## src/include/mvpc_params.svh

```systemverilog
// Register map, field positions, reset values and widths of the measured-value comparator.
`ifndef MVPC_PARAMS_SVH
`define MVPC_PARAMS_SVH

// ----------------------------------------------------------------------------
// Register byte offsets
// ----------------------------------------------------------------------------
`define MVPC_A_CTRL 12'h000
`define MVPC_A_CMD 12'h004
`define MVPC_A_PRESET 12'h008
`define MVPC_A_STATUS 12'h00C
`define MVPC_A_CUR 12'h010
`define MVPC_A_MAX 12'h014
`define MVPC_A_MIN 12'h018
`define MVPC_A_PP 12'h01C
`define MVPC_A_OUT 12'h020
`define MVPC_A_REFOFF 12'h024
`define MVPC_A_LIM_LO 12'h040
`define MVPC_A_LIM_HI 12'h05C

// ----------------------------------------------------------------------------
// Field layout
// ----------------------------------------------------------------------------
`define MVPC_DW 32
`define MVPC_AW 12
`define MVPC_CTRL_W 7
`define MVPC_C_REF 0
`define MVPC_C_MODE 1
`define MVPC_C_SET 3
`define MVPC_C_HOLD 5
`define MVPC_C_PAUSE 6
`define MVPC_CMD_W 6
`define MVPC_K_RECALL 0
`define MVPC_K_RESET 1
`define MVPC_K_START 2
`define MVPC_K_OPEN 3
`define MVPC_K_CLOSE 4
`define MVPC_K_CLROFF 5
`define MVPC_LIM_N 4
`define MVPC_LIM_IDX 3
`define MVPC_LIM_HL 2

// ----------------------------------------------------------------------------
// Reset values
// ----------------------------------------------------------------------------
`define MVPC_CTRL_RST 7'h00
`define MVPC_ZERO 32'h0000_0000

`endif

```

## src/include/mvpc_pkg.sv

```systemverilog
// Types shared by the measured-value comparator.
`include "mvpc_params.svh"
package mvpc_pkg;

    typedef enum logic [1:0] {
        MVPC_ST_WAIT = 2'b01,
        MVPC_ST_MEAS = 2'b10
    } mvpc_st_t;

    typedef enum logic [1:0] {
        MVPC_MD_CUR = 2'h0,
        MVPC_MD_MAX = 2'h1,
        MVPC_MD_MIN = 2'h2,
        MVPC_MD_PP = 2'h3
    } mvpc_mode_t;

    typedef enum logic [1:0] {
        MVPC_JG_GO = 2'h0,
        MVPC_JG_UP = 2'h1,
        MVPC_JG_LOW = 2'h2
    } mvpc_jg_t;

    typedef struct packed {
        logic [`MVPC_CTRL_W-1:0] ctrl;
        logic [`MVPC_DW-1:0] preset;
        logic [`MVPC_DW-1:0] ref_off;
        logic ref_ok;
    } mvpc_nv_t;

    typedef struct packed {
        mvpc_st_t st;
        mvpc_nv_t nv;
        logic [`MVPC_DW-1:0] adj;
        logic [`MVPC_DW-1:0] cur;
        logic [`MVPC_DW-1:0] maxv;
        logic [`MVPC_DW-1:0] minv;
        logic [`MVPC_DW-1:0] ppv;
        logic [`MVPC_DW-1:0] outv;
        mvpc_jg_t outj;
        logic fail;
        logic frz;
        logic setup_open;
        logic start_prev;
        logic nv_save;
        logic [`MVPC_LIM_N-1:0][`MVPC_DW-1:0] upper;
        logic [`MVPC_LIM_N-1:0][`MVPC_DW-1:0] lower;
        logic [`MVPC_DW-1:0] prdata;
        logic pready;
        logic pslverr;
    } mvpc_state_t;

endpackage

```

## src/design/mvpc_top.sv

```systemverilog
// Measured-value peak tracker and limit comparator for one channel, APB slave.
//
// Notes on behaviour
// Maximum and minimum track continuously whatever mode is selected.
// Peak-to-peak equals maximum minus minimum.
// Four modes choose the value that is output and judged.
// Without reference, preset recall loads the preset into the current value.
// First master preset after reference capture stores the reference offset.
// Later reference captures apply the stored offset automatically.
// Without reference, measuring starts at power-up, counting incrementally.
// With reference, measuring starts only after the reference mark passes.
// Host sends setup open, preset value, setup close in that order.
// Clear command drops the stored offset; host repeats the acquisition.
// Reset forces current, maximum, minimum and peak-to-peak to zero.
// Reset cancels an established or in-progress reference point.
// Start restarts peak tracking at once from the present position.
// Start keeps current, loads maximum and minimum with it, recomputes peak-to-peak.
// Judgment is U above upper, L below lower, otherwise G.
// The judgment applies to the selected mode's value and travels with it.
// Four limit sets are held; the active set may change anytime.
// Hold input in current mode freezes output value and judgment.
// The output latch has no effect in peak modes.
// Pause stops peak updates while the current value keeps updating.
// Pause in a peak mode keeps output value and judgment unchanged.
// Configuration is saved to and restored from non-volatile storage.
// All values are signed integers in sensor resolution units.
`timescale 1ns/1ps
`default_nettype none
module mvpc_top
    import mvpc_pkg::*;
(
    // Clock and reset
    input wire logic pclk,
    input wire logic presetn,
    // APB slave
    input wire logic psel,
    input wire logic penable,
    input wire logic pwrite,
    input wire logic [`MVPC_AW-1:0] paddr,
    input wire logic [`MVPC_DW-1:0] pwdata,
    output logic [`MVPC_DW-1:0] prdata,
    output logic pready,
    output logic pslverr,
    // Sensor counts and reference mark
    input wire logic [`MVPC_DW-1:0] cnt_value,
    input wire logic ref_mark,
    // Parallel control inputs
    input wire logic start_hold_in,
    input wire logic preset_recall_in,
    input wire logic reset_in,
    // Non-volatile store
    input wire logic nv_restore_valid,
    input wire mvpc_nv_t nv_restore,
    output logic nv_save,
    output mvpc_nv_t nv_image,
    // Judged output
    output logic [`MVPC_DW-1:0] meas_value,
    output mvpc_jg_t meas_judge,
    output logic limit_fail,
    output logic hold_active,
    output logic measuring
);

    // ------------------------------------------------------------------------
    // Event decode
    // ------------------------------------------------------------------------
    mvpc_state_t s_q;
    mvpc_state_t s_d;
    logic wr_en;
    logic rd_setup;
    logic [`MVPC_CMD_W-1:0] cmd;
    logic ref_en;
    logic hold_cfg;
    logic pause;
    mvpc_mode_t mode;
    logic [1:0] set_idx;
    logic rst_evt;
    logic start_evt;
    logic recall_evt;
    logic quiet;
    logic freeze;
    logic [`MVPC_DW-1:0] sel_v;
    logic [`MVPC_DW-1:0] up_v;
    logic [`MVPC_DW-1:0] lo_v;
    mvpc_jg_t jg_now;

    assign wr_en = psel & penable & s_q.pready & pwrite;
    assign rd_setup = psel & ~penable;
    assign cmd = (wr_en && paddr == `MVPC_A_CMD) ? pwdata[`MVPC_CMD_W-1:0] : '0;
    assign ref_en = s_q.nv.ctrl[`MVPC_C_REF];
    assign hold_cfg = s_q.nv.ctrl[`MVPC_C_HOLD];
    assign pause = s_q.nv.ctrl[`MVPC_C_PAUSE];
    assign mode = mvpc_mode_t'(s_q.nv.ctrl[`MVPC_C_MODE +: 2]);
    assign set_idx = s_q.nv.ctrl[`MVPC_C_SET +: 2];
    assign rst_evt = reset_in | cmd[`MVPC_K_RESET];
    assign recall_evt = preset_recall_in | cmd[`MVPC_K_RECALL];
    // The start input is edge-sensed so a held level restarts tracking once.
    assign start_evt = (~hold_cfg & start_hold_in & ~s_q.start_prev) | cmd[`MVPC_K_START];
    assign quiet = ~nv_restore_valid & ~wr_en;

    // ------------------------------------------------------------------------
    // Mode select and comparator
    // ------------------------------------------------------------------------
    // Mode value select.
    always_comb begin
        case (mode)
            MVPC_MD_MAX: sel_v = s_q.maxv;
            MVPC_MD_MIN: sel_v = s_q.minv;
            MVPC_MD_PP: sel_v = s_q.ppv;
            default: sel_v = s_q.cur;
        endcase
    end

    // Active limit set.
    assign up_v = s_q.upper[set_idx];
    assign lo_v = s_q.lower[set_idx];

    // Signed limit judgment.
    assign jg_now = ($signed(sel_v) > $signed(up_v)) ? MVPC_JG_UP :
                    ($signed(sel_v) < $signed(lo_v)) ? MVPC_JG_LOW : MVPC_JG_GO;

    // Latch applies only in current mode; never in peak modes.
    // Pause freezes the output in peak modes.
    assign freeze = (hold_cfg & start_hold_in & (mode == MVPC_MD_CUR)) |
                    (pause & (mode != MVPC_MD_CUR));

    // ------------------------------------------------------------------------
    // Next state
    // ------------------------------------------------------------------------
    always_comb begin
        logic [`MVPC_DW-1:0] rel;
        logic [`MVPC_DW-1:0] nmax;
        logic [`MVPC_DW-1:0] nmin;
        logic entering;
        rel = '0;
        nmax = '0;
        nmin = '0;
        entering = 1'b0;
        s_d = s_q;
        s_d.nv_save = 1'b0;
        s_d.pready = 1'b0;
        s_d.pslverr = 1'b0;
        s_d.start_prev = start_hold_in;

        // Restore of saved configuration.
        if (nv_restore_valid) begin
            s_d.nv = nv_restore;
            s_d.st = nv_restore.ctrl[`MVPC_C_REF] ? MVPC_ST_WAIT : MVPC_ST_MEAS;
        end

        // Register writes take effect at the access edge.
        if (wr_en) begin
            if (paddr == `MVPC_A_CTRL) begin
                s_d.nv.ctrl = pwdata[`MVPC_CTRL_W-1:0];
                if (!pwdata[`MVPC_C_REF]) begin
                    s_d.st = MVPC_ST_MEAS;
                end else if (!ref_en) begin
                    s_d.st = MVPC_ST_WAIT;
                end
            end else if (paddr == `MVPC_A_PRESET) begin
                if (s_q.setup_open) begin
                    s_d.nv.preset = pwdata;
                end
            end else if (paddr >= `MVPC_A_LIM_LO && paddr <= `MVPC_A_LIM_HI) begin
                for (int i = 0; i < `MVPC_LIM_N; i++) begin
                    if (paddr[`MVPC_LIM_IDX +: 2] == 2'(i)) begin
                        if (paddr[`MVPC_LIM_HL]) begin
                            s_d.lower[i] = pwdata;
                        end else begin
                            s_d.upper[i] = pwdata;
                        end
                    end
                end
            end
        end

        // Setup window gates preset writes until close.
        if (cmd[`MVPC_K_OPEN]) begin
            s_d.setup_open = 1'b1;
        end

        // Clear stored offset.
        if (cmd[`MVPC_K_CLROFF]) begin
            s_d.nv.ref_ok = 1'b0;
            s_d.nv.ref_off = `MVPC_ZERO;
            s_d.nv_save = 1'b1;
        end

        // Position adjustment: current value is the sensor count plus adj.
        rel = cnt_value + s_q.adj;
        if (rst_evt) begin
            // Zero current value.
            s_d.adj = `MVPC_ZERO - cnt_value;
            // Cancel reference point.
            if (s_d.nv.ctrl[`MVPC_C_REF]) begin
                s_d.st = MVPC_ST_WAIT;
            end
        end else if (s_q.st == MVPC_ST_WAIT) begin
            // Wait for reference mark.
            if (ref_mark && ref_en) begin
                s_d.st = MVPC_ST_MEAS;
                // Apply stored offset.
                s_d.adj = (s_q.nv.ref_ok ? s_q.nv.ref_off : `MVPC_ZERO) - cnt_value;
            end
        end else if (cmd[`MVPC_K_CLOSE] && s_q.setup_open && ref_en && !s_q.nv.ref_ok) begin
            // Master preset generates the offset.
            s_d.nv.ref_off = s_q.nv.preset - rel;
            s_d.nv.ref_ok = 1'b1;
            s_d.adj = s_q.adj + (s_q.nv.preset - rel);
        end else if (recall_evt && !ref_en) begin
            // Recall preset into current value.
            s_d.adj = s_q.nv.preset - cnt_value;
        end

        if (cmd[`MVPC_K_CLOSE] && s_q.setup_open) begin
            s_d.setup_open = 1'b0;
            s_d.nv_save = 1'b1;
        end

        // Signed incremental count.
        s_d.cur = cnt_value + s_d.adj;

        // Peak tracking runs only while measuring.
        entering = (s_d.st == MVPC_ST_MEAS) && (s_q.st != MVPC_ST_MEAS);
        nmax = ($signed(s_d.cur) > $signed(s_q.maxv)) ? s_d.cur : s_q.maxv;
        nmin = ($signed(s_d.cur) < $signed(s_q.minv)) ? s_d.cur : s_q.minv;
        if (rst_evt) begin
            // Zero the peaks.
            s_d.maxv = `MVPC_ZERO;
            s_d.minv = `MVPC_ZERO;
            s_d.ppv = `MVPC_ZERO;
        end else if (s_d.st == MVPC_ST_MEAS && (start_evt || entering)) begin
            // Restart peaks at present position.
            s_d.maxv = s_d.cur;
            s_d.minv = s_d.cur;
            s_d.ppv = `MVPC_ZERO;
        end else if (s_q.st == MVPC_ST_MEAS && !pause) begin
            // Continuous peak update unless paused.
            s_d.maxv = nmax;
            s_d.minv = nmin;
            // Peak-to-peak from new extremes.
            s_d.ppv = nmax - nmin;
        end

        // Output value carries its own judgment.
        s_d.frz = freeze;
        if (!freeze) begin
            s_d.outv = sel_v;
            s_d.outj = jg_now;
            s_d.fail = (jg_now != MVPC_JG_GO);
        end

        // APB: zero wait states, read data captured in the setup cycle.
        if (rd_setup) begin
            s_d.pready = 1'b1;
            s_d.prdata = `MVPC_ZERO;
            if (paddr == `MVPC_A_CTRL) begin
                s_d.prdata = 32'(s_q.nv.ctrl);
            end else if (paddr == `MVPC_A_CMD) begin
                s_d.prdata = `MVPC_ZERO;
            end else if (paddr == `MVPC_A_PRESET) begin
                s_d.prdata = s_q.nv.preset;
                s_d.pslverr = pwrite & ~s_q.setup_open;
            end else if (paddr == `MVPC_A_STATUS) begin
                s_d.prdata = 32'({s_q.frz, s_q.fail, s_q.setup_open, s_q.nv.ref_ok,
                                  s_q.outj, s_q.st});
            end else if (paddr == `MVPC_A_CUR) begin
                s_d.prdata = s_q.cur;
            end else if (paddr == `MVPC_A_MAX) begin
                s_d.prdata = s_q.maxv;
            end else if (paddr == `MVPC_A_MIN) begin
                s_d.prdata = s_q.minv;
            end else if (paddr == `MVPC_A_PP) begin
                s_d.prdata = s_q.ppv;
            end else if (paddr == `MVPC_A_OUT) begin
                s_d.prdata = s_q.outv;
            end else if (paddr == `MVPC_A_REFOFF) begin
                s_d.prdata = s_q.nv.ref_off;
            end else if (paddr >= `MVPC_A_LIM_LO && paddr <= `MVPC_A_LIM_HI
                         && paddr[1:0] == 2'b00) begin
                s_d.prdata = paddr[`MVPC_LIM_HL] ? s_q.lower[paddr[`MVPC_LIM_IDX +: 2]]
                                                 : s_q.upper[paddr[`MVPC_LIM_IDX +: 2]];
            end else begin
                s_d.pslverr = 1'b1;
            end
        end
    end

    // ------------------------------------------------------------------------
    // State register
    // ------------------------------------------------------------------------
    always_ff @(posedge pclk or negedge presetn) begin
        if (!presetn) begin
            s_q <= '0;
            s_q.st <= MVPC_ST_MEAS;
            s_q.nv.ctrl <= `MVPC_CTRL_RST;
        end else begin
            s_q <= s_d;
        end
    end

    assign prdata = s_q.prdata;
    assign pready = s_q.pready;
    assign pslverr = s_q.pslverr;
    assign nv_save = s_q.nv_save;
    assign nv_image = s_q.nv;
    assign meas_value = s_q.outv;
    assign meas_judge = s_q.outj;
    assign limit_fail = s_q.fail;
    assign hold_active = s_q.frz;
    assign measuring = (s_q.st == MVPC_ST_MEAS);
endmodule // mvpc_top
`default_nettype wire

```

## config.mk

```make
export PLATFORM = sky130hd
export DESIGN_NAME = mvpc_top
export DESIGN_NICKNAME = d
export VERILOG_FILES = /design/src/include/mvpc_pkg.sv /design/src/design/mvpc_top.sv
export VERILOG_INCLUDE_DIRS = /design/src /design/src/include
export SDC_FILE = /design/constraint.sdc
export NUM_CORES = 2
export LEC_CHECK = 0
export ABC_AREA = 1
export BUFFER_PORTS_ARGS = -buffer_cell sky130_fd_sc_hd__buf_4
export CAP_MARGIN = 20
export CORE_MARGIN = 1.5
export CORE_UTILIZATION = 45
export CTS_BUF_LIST = sky130_fd_sc_hd__clkbuf_8
export CTS_CLUSTER_DIAMETER = 40
export DETAILED_ROUTE_END_ITERATION = 7
export SLEW_MARGIN = 25
export SYNTH_ARGS = -nofsm -noshare
export SYNTH_HDL_FRONTEND = slang
export SYNTH_SLANG_ARGS = --single-unit
export TNS_END_PERCENT = 30
```

## constraint.sdc

```tcl
create_clock -name pclk -period 10.1 [get_ports pclk]
set_input_delay 2.02 -clock pclk [delete_from_list [all_inputs] [get_ports pclk]]
set_output_delay 2.02 -clock pclk [all_outputs]
set_load 0.02 [all_outputs]
```

==> flow_summary.json <==
{
  "syn2layout_area_growth_pct": 28.2,
  "cp_slowest_cell": "fa_2",
  "reg2reg_from": "s_q[464]$_DFF_PN0_",
  "first_pass_iters": 6,
  "drtIter0Drc": 6772,
  "drive_gt1_share_pct": 24.1,
  "max-vdd-ir-drop_mv": 0.319,
  "first_global_vias": 48013,
  "drc": 0,
  "cts.sinks": 563,
  "antenna_found_initial": 17,
  "start_util_pct": 45.2,
  "crit_required_ps": 10800,
  "dominantRegCellSynth": "dfrtp_1",
  "port_buffers": 301,
  "clk_latency_ps": 850,
  "cap_violations": 0,
  "setup_viol": 0,
  "hold-worst-slack_ps": 482,
  "max_slew_margin_pct": 29.0,
  "rsz0062_at_grt": "yes",
  "avgSynthCellArea_um2": 7.07,
  "ys_seq_area_share_pct": 31.2,
  "routedWlPerCell_um": 27.5,
  "period_share_pct": 99.1,
  "grt_use_total_pct": 44.5,
  "synth.distinct_cells": 68,
  "htreeDepth": 3,
  "gp_congestion": 1.06,
  "synth_nets": 6900,
  "worst_pin_slew_ps": 1060,
  "crit_path_start_kind": "input pin",
  "drv_slew": 0,
  "powerDensity_nw_per_um2": 374,
  "drt-vias-per-instance": 6.06,
  "max_stage_delay_ps": 560,
  "syn-cell-area_um2": 45200,
  "min_path_type": "flop to flop",
  "grt_pass1_wl_um": 332000,
  "layout_setup_ws_ps": 92.1,
  "period_minus_slack_ps": 10010,
  "gr-total-overflow": 0,
  "ioPinCount": 302,
  "hold_viol_final": 0,
  "reg2reg_slack_ps": 860,
  "fin_nets": 7685,
  "synth_edf_count": 0,
  "critPathArrivalTime_ps": 10710,
  "fp.dieH_um": 320,
  "dp_slack_ps": -1440,
  "hold_path_depth": 2,
  "cts_buffers": 117,
  "ys_warn_count": 0,
  "dieArea_um2": 102000,
  "vias": 51978,
  "worst_r2r_endpoint": "s_q[342]$_DFFE_PN0P_",
  "grt_max_degree": 138,
  "clock-root-buffer": "clkbuf_8",
  "min_from": "prdata[23]$_DFFE_PN0P_",
  "min_to": "prdata[23]$_DFFE_PN0P_",
  "cts_tree": "yes",
  "run_status": "complete, no violations",
  "synthCells": 6390,
  "cts.reportedPaths.clkPinSlew_ps": 60,
  "synthArstFlopShare_pct": 100,
  "cp_max_fo": 15,
  "ff2ff_path_depth": 54,
  "core_area_um2": 99900,
  "power.leakage_nw": 28.0,
  "wl_um": 236000,
  "max-clock-path-buffers": 3,
  "detail-route-antenna-nets": 0,
  "final_common_cell": "nand2_1",
  "cp-end-kind": "flop",
  "path_class": "input pin to flop",
  "ctsHoldBuffers": 0,
  "fin_skew_ps": 49.8,
  "detailed_place_hpwl_um": 179000,
  "fp-row-count": 116,
  "mostFrequentLayoutCells": "nand2_1, buf_4, o21ai_0",
  "die_x_um": 320,
  "clock.fmax_mhz": 99.9,
  "synth_seq_cells": 563
}
-- per-layer routing --
metal | GRT usage [%] | wire (µm) | up-vias
li1 | - | - | 23117
met3 | 11.9 | 27800 | 695
met5 | 0 | 27 | -
met1 | 58.7 | 93300 | 24879
met4 | 24.6 | 15200 | 4
met2 | 66.2 | 99900 | 3283
-- kinds of logic after synthesis --
kind of cell	after synthesis	synth area share, %
flip-flops	563	31.2
AND/OR/NAND/NOR	2362	21.5
buffers and inverters	1101	10.5
XOR/XNOR	127	2.46
multiplexers	17	0.396
adder cells (fa/ha/maj)	352	10.3
AO/OA/AOI/OAI	1868	23.6
-- state kept, by name, indices dropped and copies added (netlist names) --
signal / count
meas_judge: 2
pslverr: 1
meas_value: 32
prdata: 32
pready: 1
nv_save: 1
s_q: 420
limit_fail: 1
nv_image: 72
hold_active: 1
-- synthesized netlist by cell type (20+ instances only) --
| library cell | number | area share (%) |
|---|---|---|
| nand2_1 | 1601 | 13 |
| o21ai_0 | 799 | 8.9 |
| inv_1 | 656 | 5.5 |
| dfrtp_1 | 562 | 31 |
| a21oi_1 | 493 | 5.5 |
| nor2_1 | 331 | 2.8 |
| ha_1 | 316 | 8.8 |
| nand3_1 | 225 | 2.5 |
| clkbuf_1 | 222 | 1.8 |
| o22ai_1 | 151 | 2.1 |
| buf_4 | 141 | 2.3 |
| xor2_1 | 79 | 1.5 |
| o21ai_1 | 66 | 0.73 |
| a32o_1 | 54 | 1.2 |
| nor3_1 | 48 | 0.53 |
| xnor2_1 | 48 | 0.93 |
| o211ai_1 | 46 | 0.76 |
| nand4_1 | 43 | 0.60 |
| a31oi_1 | 42 | 0.58 |
| fa_1 | 36 | 1.6 |
| nand2_2 | 34 | 0.47 |
| a211oi_1 | 33 | 0.55 |
| buf_2 | 23 | 0.25 |
| inv_2 | 23 | 0.19 |
| o21bai_1 | 23 | 0.38 |
| o221ai_1 | 23 | 0.45 |
| buf_1 | 21 | 0.17 |
| or2_2 | 20 | 0.28 |
-- worst max path at each step --
stage / start / to / slack (ps) / depth (start not counted)
after floorplan: cnt_value[3] / s_q[359]$_DFFE_PN0P_ / -20 / 59
after global placement: cnt_value[7] / s_q[342]$_DFFE_PN0P_ / -1380 / 59
after detailed placement: cnt_value[7] / s_q[342]$_DFFE_PN0P_ / -1440 / 60
after CTS: cnt_value[5] / s_q[342]$_DFFE_PN0P_ / 2 / 57
after global routing: cnt_value[7] / s_q[352]$_DFFE_PN0P_ / -300 / 59
final: cnt_value[7] / s_q[342]$_DFFE_PN0P_ / 90 / 55
-- stage by stage --
stage	instances	cell area (µm²)	power [W]	setup TNS, ps	util, %
2_1_floorplan	6390	45400	0.00960	-17.9	-
3_3_place_gp	8303	52800	0.0155	-33020	52.9
3_5_place_dp	8303	52800	0.0155	-36930	52.9
4_1_cts	8522	55900	0.0187	0	56.0
5_1_grt	8571	57900	0.0227	-5150	58.0
6_report	8575	57900	0.0217	0	58.0
-- worst max-delay path: cells and delay by family --
kind	cells	cell delay (ps)
buf+inv	13	1630
simple gates	13	1390
compound gates	21	3220
fa+ha+maj	6	2010
xor+xnor	2	390
-- timing repair --
item                                    CTS  global route
resized for setup                        57           369
pin swaps                                 6           145
hold endpoints to repair                  0             0
endpoints found under the setup margin   28            31
gates cloned                              1             6
buffers inserted                          4            43
-- power breakdown --
group	internal (W)	leakage (nW)	total [W]	switching [W]
Combinational	0.00676	19.1	0.0156	0.00889
Clock	0.00177	1.52	0.00299	0.00122
Sequential	0.00258	7.43	0.00302	0.000441
Total	0.0111	28.0	0.0217	0.0106
-- cell type report --
type                    instances  area (µm²)
multi-input cells            4726       28300
well taps                    1298        1620
clock inverters                70         860
diodes                          7        17.5
flip-flops and latches        563       14100
repair buffers               1080        8420
inverters                     687        2600
fillers                      9631       42000
clock buffers                 144        1980
Power figures use the tool's default switching activity.
